<file path="src/include/scsi_bus_pkg.sv">
/*
 * Constants, register layout and pin carriers for the SCSI target bus
 * signal layer. Assumes one 20 MHz core clock and an 8-bit register port.
 */
// Summary of operation
// Eight active-low data lines, both directions.
// Parity line carries odd parity per byte.
// Attention is input; asserted means initiator attention.
// Busy driven by bus owner, also monitored.
// Initiator drives acknowledge low per byte.
// Bus reset stops driving busy and select.
// Bus reset clears arbitration and output enable.
// Bus reset clears target enable bit.
// Bus reset floats data, parity and phase lines.
// Bus reset sets reset-detected bit.
// Message line shows message phase.
// Select driven to reselect an initiator.
// Command/data low for control, high data.
// Request line asserted for each handshake.
// Input/output low means bytes to initiator.
// Input/output level marks reselection versus selection.
// Mode bit selects open-drain or push-pull.
// Received bytes checked for odd parity.
// Bus reset synchronised before touching registers.
`default_nettype none
package scsi_bus_pkg;
    // Register offsets.
    localparam logic [7:0] ADDR_DATA = 8'h50;
    localparam logic [7:0] ADDR_SEL_CTRL = 8'h52;
    localparam logic [7:0] ADDR_XFER_CTRL = 8'h53;
    localparam logic [7:0] ADDR_MODE = 8'h58;
    localparam logic [7:0] ADDR_ISTAT = 8'h44;
    localparam logic [7:0] ADDR_IMASK = 8'h45;
    localparam logic [7:0] ADDR_BSTAT = 8'h46;
    // Selection control fields.
    localparam int SEL_ARB = 0;
    localparam int SEL_RST_SEEN = 1;
    localparam int SEL_OUT_EN = 3;
    localparam int SEL_DRV_SELECT = 4;
    localparam int SEL_DRV_BUSY = 5;
    // Transfer control fields.
    localparam int XF_MSG = 0;
    localparam int XF_CMD = 1;
    localparam int XF_IN_OUT = 2;
    localparam int XF_REQ = 3;
    localparam int XF_TARGET_EN = 7;
    // Mode control field.
    localparam int MODE_OPEN_DRAIN = 3;
    // Interrupt status fields.
    localparam int EV_ATTN = 0;
    localparam int EV_PARITY = 1;
    localparam int EV_BUS_RESET = 2;
    localparam int EV_ACK = 3;
    // Reset values.
    localparam logic [7:0] RST_REG = 8'h00;

    // Raw pin levels as seen on the bus, all active low.
    typedef struct packed {
        logic [7:0] bus_data_lines_n;
        logic bus_parity_line_n;
        logic attn_n;
        logic busy_n;
        logic ack_n;
        logic bus_reset_input_n;
        logic select_n;
        logic in_out_n;
    } scsi_in_t;

    // Pin drive levels and output enables.
    typedef struct packed {
        logic [7:0] bus_data_lines_o;
        logic [7:0] bus_data_lines_oe;
        logic bus_parity_line_o;
        logic bus_parity_line_oe;
        logic busy_o;
        logic busy_oe;
        logic select_o;
        logic select_oe;
        logic msg_o;
        logic msg_oe;
        logic cmd_data_o;
        logic cmd_data_oe;
        logic in_out_o;
        logic in_out_oe;
        logic req_o;
        logic req_oe;
    } scsi_out_t;

    // Whole state of the bus layer.
    typedef struct packed {
        logic [7:0] sel_ctrl;
        logic [7:0] xfer_ctrl;
        logic [7:0] mode;
        logic [7:0] tx_data;
        logic [7:0] rx_data;
        logic [7:0] istat;
        logic [7:0] imask;
        logic [7:0] rdata;
        logic rst_meta;
        logic rst_sync;
        logic ack_d;
        logic attn_d;
    } state_t;
endpackage
`default_nettype wire

</file>
<file path="src/logic/scsi_target_bus.sv">
/*
 * SCSI target bus signal layer: register port, pin drivers with
 * selectable open-drain mode, bus reset handling, parity and interrupts.
 * Assumes bus pins are resolved outside from the output enables.
 */
`timescale 1ns/1ps
`default_nettype none
module scsi_target_bus (
    input wire logic CORE_CLK_IN,
    input wire logic RESET_N_IN,
    input wire logic [7:0] REG_ADDR_IN,
    input wire logic [7:0] REG_WDATA_IN,
    input wire logic REG_WR_IN,
    input wire logic REG_RD_IN,
    output logic [7:0] REG_RDATA_OUT,
    output logic IRQ_OUT,
    input wire scsi_bus_pkg::scsi_in_t BUS_IN,
    output scsi_bus_pkg::scsi_out_t BUS_OUT
);
    import scsi_bus_pkg::*;

    state_t st_r;
    state_t st_nxt;
    logic [7:0] ev;
    logic [7:0] rx_true;
    logic rx_par_ok;
    logic ack_fall;
    logic rst_now;
    logic od_mode;
    logic phase_en;
    logic data_en;

    localparam state_t ST_RST = '{
        sel_ctrl: RST_REG, xfer_ctrl: RST_REG, mode: RST_REG,
        tx_data: RST_REG, rx_data: RST_REG, istat: RST_REG,
        imask: RST_REG, rdata: RST_REG, rst_meta: 1'b0,
        rst_sync: 1'b0, ack_d: 1'b1, attn_d: 1'b1};

    // Maps an asserted flag and an enable onto a pin level and enable.
    function automatic logic [1:0] drive(input logic asrt, input logic en,
                                         input logic od);
        logic [1:0] r;
        r = 2'b00;
        if (od) begin
            r = {1'b0, en & asrt};
        end else begin
            r = {~asrt, en};
        end
        return r;
    endfunction

    ////////////////////////////////////////////////////////////////////////
    // Bus observation.

    // Received byte in true polarity and its odd parity check.
    assign rx_true = ~BUS_IN.bus_data_lines_n;
    assign rx_par_ok = ^{rx_true, ~BUS_IN.bus_parity_line_n};
    assign ack_fall = st_r.ack_d & ~BUS_IN.ack_n;
    // Raw reset level floats the pins at once; registers use the synced copy.
    assign rst_now = ~BUS_IN.bus_reset_input_n;

    // Events that set sticky interrupt status bits.
    always_comb begin
        ev = 8'h00;
        ev[EV_ATTN] = st_r.attn_d & ~BUS_IN.attn_n;
        ev[EV_ACK] = ack_fall;
        ev[EV_PARITY] = ack_fall & ~st_r.xfer_ctrl[XF_IN_OUT] & ~rx_par_ok;
        ev[EV_BUS_RESET] = st_r.rst_sync;
    end

    ////////////////////////////////////////////////////////////////////////
    // Next state.

    // Register port, event capture and bus reset clearing.
    always_comb begin
        st_nxt = st_r;
        st_nxt.rst_meta = rst_now;
        st_nxt.rst_sync = st_r.rst_meta;
        st_nxt.ack_d = BUS_IN.ack_n;
        st_nxt.attn_d = BUS_IN.attn_n;
        st_nxt.rdata = 8'h00;
        if (REG_WR_IN) begin
            case (REG_ADDR_IN)
                ADDR_DATA: st_nxt.tx_data = REG_WDATA_IN;
                ADDR_SEL_CTRL: st_nxt.sel_ctrl = REG_WDATA_IN;
                ADDR_XFER_CTRL: st_nxt.xfer_ctrl = REG_WDATA_IN;
                ADDR_MODE: st_nxt.mode = REG_WDATA_IN;
                ADDR_IMASK: st_nxt.imask = REG_WDATA_IN;
                default: st_nxt.rdata = 8'h00;
            endcase
        end
        if (REG_RD_IN) begin
            case (REG_ADDR_IN)
                ADDR_DATA: st_nxt.rdata = st_r.rx_data;
                ADDR_SEL_CTRL: st_nxt.rdata = st_r.sel_ctrl;
                ADDR_XFER_CTRL: st_nxt.rdata = st_r.xfer_ctrl;
                ADDR_MODE: st_nxt.rdata = st_r.mode;
                ADDR_IMASK: st_nxt.rdata = st_r.imask;
                ADDR_ISTAT: begin
                    st_nxt.rdata = st_r.istat;
                    st_nxt.istat = 8'h00;
                end
                ADDR_BSTAT: begin
                    // Live bus levels in true polarity (bus reset from its synced copy), busy monitored here.
                    st_nxt.rdata = {1'b0, ~BUS_IN.in_out_n, ~BUS_IN.select_n,
                                    st_r.rst_sync, ~BUS_IN.ack_n,
                                    ~BUS_IN.busy_n, ~BUS_IN.attn_n,
                                    1'b0};
                end
                default: st_nxt.rdata = 8'h00;
            endcase
        end
        // Sticky events; a set in the clearing cycle wins.
        st_nxt.istat = st_nxt.istat | ev;
        if (ack_fall & ~st_r.xfer_ctrl[XF_IN_OUT]) begin
            st_nxt.rx_data = rx_true;
        end
        // Synchronised bus reset overrides software writes to the four bits it forces.
        if (st_r.rst_sync) begin
            st_nxt.sel_ctrl[SEL_ARB] = 1'b0;
            st_nxt.sel_ctrl[SEL_OUT_EN] = 1'b0;
            st_nxt.xfer_ctrl[XF_TARGET_EN] = 1'b0;
            st_nxt.sel_ctrl[SEL_RST_SEEN] = 1'b1;
        end
    end

    // All state registered in one place.
    always_ff @(posedge CORE_CLK_IN) begin
        if (!RESET_N_IN) begin
            st_r <= ST_RST;
        end else begin
            st_r <= st_nxt;
        end
    end

    ////////////////////////////////////////////////////////////////////////
    // Pin drivers.

    assign od_mode = st_r.mode[MODE_OPEN_DRAIN];
    assign phase_en = ~rst_now & st_r.sel_ctrl[SEL_OUT_EN] &
                      st_r.xfer_ctrl[XF_TARGET_EN];
    // Data flows to the initiator only while input/output is asserted.
    assign data_en = phase_en & st_r.xfer_ctrl[XF_IN_OUT];

    // One driver per data line.
    genvar gi;
    generate
        for (gi = 0; gi < 8; gi++) begin : g_data
            assign {BUS_OUT.bus_data_lines_o[gi], BUS_OUT.bus_data_lines_oe[gi]} =
                drive(st_r.tx_data[gi], data_en, od_mode);
        end
    endgenerate

    // Parity, phase, request; busy and select are always open drain.
    assign {BUS_OUT.bus_parity_line_o, BUS_OUT.bus_parity_line_oe} =
        drive(~^st_r.tx_data, data_en, od_mode);
    assign {BUS_OUT.msg_o, BUS_OUT.msg_oe} =
        drive(st_r.xfer_ctrl[XF_MSG], phase_en, od_mode);
    assign {BUS_OUT.cmd_data_o, BUS_OUT.cmd_data_oe} =
        drive(st_r.xfer_ctrl[XF_CMD], phase_en, od_mode);
    assign {BUS_OUT.in_out_o, BUS_OUT.in_out_oe} =
        drive(st_r.xfer_ctrl[XF_IN_OUT], phase_en, od_mode);
    assign {BUS_OUT.req_o, BUS_OUT.req_oe} =
        drive(st_r.xfer_ctrl[XF_REQ], phase_en, od_mode);
    assign {BUS_OUT.busy_o, BUS_OUT.busy_oe} =
        drive(st_r.sel_ctrl[SEL_DRV_BUSY] | st_r.sel_ctrl[SEL_ARB],
              ~rst_now, 1'b1);
    assign {BUS_OUT.select_o, BUS_OUT.select_oe} =
        drive(st_r.sel_ctrl[SEL_DRV_SELECT], ~rst_now, 1'b1);

    // Register port and interrupt outputs.
    assign REG_RDATA_OUT = st_r.rdata;
    assign IRQ_OUT = |(st_r.istat & st_r.imask);
endmodule
`default_nettype wire

</file>
<file path="config.mk">
export PLATFORM = sky130hd
export DESIGN_NAME = scsi_target_bus
export DESIGN_NICKNAME = d
export VERILOG_FILES = /design/src/include/scsi_bus_pkg.sv /design/src/logic/scsi_target_bus.sv
export SDC_FILE = /design/constraint.sdc
export NUM_CORES = 1
export LEC_CHECK = 0
export ABC_AREA = 1
export BUFFER_PORTS_ARGS = -buffer_cell sky130_fd_sc_hd__buf_2
export CORE_UTILIZATION = 50
export DETAILED_ROUTE_END_ITERATION = 8
export PLACE_DENSITY = 0.75
export SETUP_SLACK_MARGIN = 0.15
export SLEW_MARGIN = 20
export SYNTH_ARGS = -nofsm -noshare
export SYNTH_HDL_FRONTEND = slang
export SYNTH_SLANG_ARGS = --single-unit
</file>
<file path="constraint.sdc">
create_clock -name CORE_CLK_IN -period 2.94 [get_ports CORE_CLK_IN]
set_input_delay 0.588 -clock CORE_CLK_IN [delete_from_list [all_inputs] [get_ports CORE_CLK_IN]]
set_output_delay 0.588 -clock CORE_CLK_IN [all_outputs]
set_load 0.02 [all_outputs]
</file>
# Word level (Yosys, flattened, before mapping)
# Index checks and enable logic that the tools add are counted.
# op_classes
eq_ne,7
mux,23
bitwise_logic,47
reduce_logical,12
# op_table
cell,count
$eq A8 B7 Y1 const B,7
$pmux W8 S7,1
$mux W8,6
$mux W2,14
$mux W26,1
$not A1 Y1,22
$and A1 B1 Y1,21
$reduce_and A2 Y1,6
$reduce_xor A9 Y1,1
$and A8 B8 Y8,1
$not A8 Y8,1
$or A8 B4 Y8,1
$reduce_or A8 Y1,1
$reduce_xnor A8 Y1,1
$reduce_bool A2 Y1,2
$mux W3,1
$reduce_or A2 Y1,1
$or A1 B1 Y1,1
# word_totals
reg_bits,68
inputBits,35

# Logic depth before layout (Yosys ltp)
# logic_depth
depth_word,5
ltp_mapped,11
depth_no_buf,11

# Least setup slack after synthesis
# No wires, ideal clock.
# synth_path
kind,input port to output port
startpoint,input BUS_IN[2] (netlist bit)
endpoint,output BUS_OUT[14] (netlist bit)
t_arrival_ns,1.422
required_time_ns,2.352
path_slack_ns,0.930
path_stages,4
path_buffers,0
cell_sequence,inv_1 > nor3_1 > nand2_1 > a21oi_1
# synth_rtl
element,line_no,source
"start, declared",scsi_target_bus.sv:17,"input wire scsi_bus_pkg::scsi_in_t BUS_IN,"
"end, declared",scsi_target_bus.sv:18,output scsi_bus_pkg::scsi_out_t BUS_OUT

==> flow_summary.toml <==
[timing]
finalHoldViolations = 0
max_freq_ghz = 0.401
clock_skew_ns = 0.00860
setup_tns_ns = 0
finalMaxSlewViolations = 0
relSlewSlack = 0.650
tightest_slew_ns = 0.524
fin_crit_ns = 2.50
setup_viol = 0
rsz0062_at_grt = "no"
fin_crit_sh = 0.849

[global_routing]
grt.met2_usage = 0.421
antenna_found_initial = 0
grt_pass1_wl_um = 12600
groute.usage.overall = 0.257
grt_max_degree = 49
grt_overflow = 0
grt_use_met3 = 0.0934
grt-busiest-layer = "met2"
use_met1 = 0.314
grt_pass1_vias = 2710

[critical_path]
cpPeakStageDelay_ns = 0.40
worstPathMaxFanout = 9
reg2reg_depth = 7
crit_slowest_cell = "nor3_1"
start_kind = "register"
worstPathRequired_ns = 2.35
cp.arrival_ns = 1.91
cp-end-kind = "output port"
critical_path_class = "reg -> out"
crit_top_cell = "nand2_1"
crit_chain = "inv_1, nor3_1, nand2_1, nor2_1, nand3_1, nand2_1, buf_2"

[floorplan]
num_rows = 28
die_w_um = 82.4
die_area_um2 = 6790
core_area_um2 = 6100
io_pins = 74
initial_core_util = 0.531
die_y_um = 82.4

[synth]
avgSynthCellArea_um2 = 6.93
yosys.cell_types.count = 32
yosys_warnings = 0
ys_seq_area_frac = 0.396
syn_area_um2 = 3230
synth_seq_cells = 64
synthCells = 467

[drt]
dr.first_iter.drc_count = 173
drcViolationCount = 0
wirelength_um = 8070
drtPass1Iterations = 4
viasPerCell = 5.18
wl_per_cell_um = 13.3
num_vias = 3141
ant_nets = 0

[min_path]
hold_path_class = "reg -> reg"
whs_path_depth = 2

[clocking]
cts-root-buf = "clkbuf_8"
path_clk_slew_ns = 0.07
postCtsSetupRepairBufs = 0
cts-htree-levels = 3
cts_resized = 0
cts.sinks = 64
cts_buffer_depth = 2
clk_latency_ns = 0.34
cts_hold_buffers = 0
cts_tree = "done"
cts-buffers-inserted = 9

[finish]
final_util = 0.609
area_growth_pct = 14.8
antenna_cells = 0
nets = 561
fillers = 618
drive_above_1_share = 0.203

[power_and_ir_drop]
p_leak_uw = 0.00158
ir_drop_mv = 0.324
power_density_nw_per_um2 = 458

[placed_design]
dp_hpwl_um = 6010
port_buffers = 71
gp_congestion = 0.925

[run_status]
outcome = "complete, no violations"

[flow_run]
maxCapViolCount = 0
-- through the flow --
step	worst slack, ns	power (uW)	area, um^2	hold WS [ns]	std cells
global placement	0.596	1060	3540	0.394	590
detailed placement	0.538	1060	3540	0.401	590
global route	0.283	1780	3710	0.412	606
floorplan	0.930	1010	3240	0.390	468
CTS	0.451	1720	3710	0.414	606
finish	0.444	1700	3710	0.415	606
-- cell families (layout without fill, tap and decap cells) --
kind of cell    after synthesis  after routing  synth area share
xor+xnor                      6              6            0.0162
buf+inv                     108            171             0.147
compound gates              136            136             0.224
flops                        64             64             0.396
simple gates                152            152             0.216
other cells                   1              2           0.00116
-- worst paths after layout --
kind	from	endpoint	slack, ns
max	st_r[59]	BUS_OUT[12]	0.44
min	st_nxt[2]	ev[2]	0.41
max reg2reg	st_r[54]	st_r[21]	1.49
min reg2reg	st_nxt[2]	ev[2]	0.41
-- registers in the layout, indices dropped and copies added (netlist names) --
register,flops
st_nxt,1
st_r,53
ev,1
REG_RDATA_OUT,8
od_mode,1
-- placed cells by master, fill, tap and decap left out, types with 2 or more instances in the layout --
cell	n
conb_1	2
buf_4	3
nand2_2	3
nor3_4	3
xnor2_1	4
a21oi_1	65
nand3_2	2
nand3_1	32
o21ai_0	47
inv_2	5
buf_2	71
dfxtp_1	64
clkbuf_8	10
o21ai_2	2
o21ai_1	9
nand2_1	61
inv_1	76
a21oi_2	2
xor2_1	2
o211ai_1	7
nor2_1	45
clkinv_2	2
clkinvlp_4	3
-- per-layer routing --
layer  wire, um  vias up
li1           -     1610
met1       3560     1423
met2       3880      100
met3        557        8
met4         72        0
met5          0        -
-- worst max-delay path: cells and delay by family, from the launching register on --
kind | cells | cell delay [ns]
buffers and inverters | 2 | 0.23
and+or+nand+nor | 5 | 1.02
DFF | 1 | 0.33
-- where the power goes --
group / total [uW] / internal, uW / switching [uW]
clock: 656 / 325 / 331
combinational: 154 / 50.8 / 103
sequential: 893 / 885 / 7.80
total: 1700 / 1260 / 442
-- cell usage after synthesis (all sizes together) --
cell type,count,area [um^2]
inv,81,304
a21oi,67,343
dfxtp,64,1280
nand2,64,248
o21ai,58,298
nor2,46,180
nand3,35,198
buf,18,136
clkbuf,9,33.8
o211ai,7,52.6
nor3,4,53.8
xnor2,4,35.0
xor2,2,17.5
a211oi,1,7.51
a22oi,1,7.51
a31o,1,8.76
conb,1,3.75
nand2b,1,6.26
nand3b,1,7.51
nand4,1,6.26
o22ai,1,6.26
-- final cells by class --
class,instances,area [um^2],area share
Multi-Input combinational cell,296,1480,0.399
Sequential cell,64,1280,0.345
Timing Repair Buffer,74,378,0.102
Inverter,81,304,0.0819
Tap cell,75,93.8,0.0253
Clock inverter,5,32.5,0.00876
Clock buffer,11,141,0.0381
No activity file was read; power rests on OpenSTA's default activity.
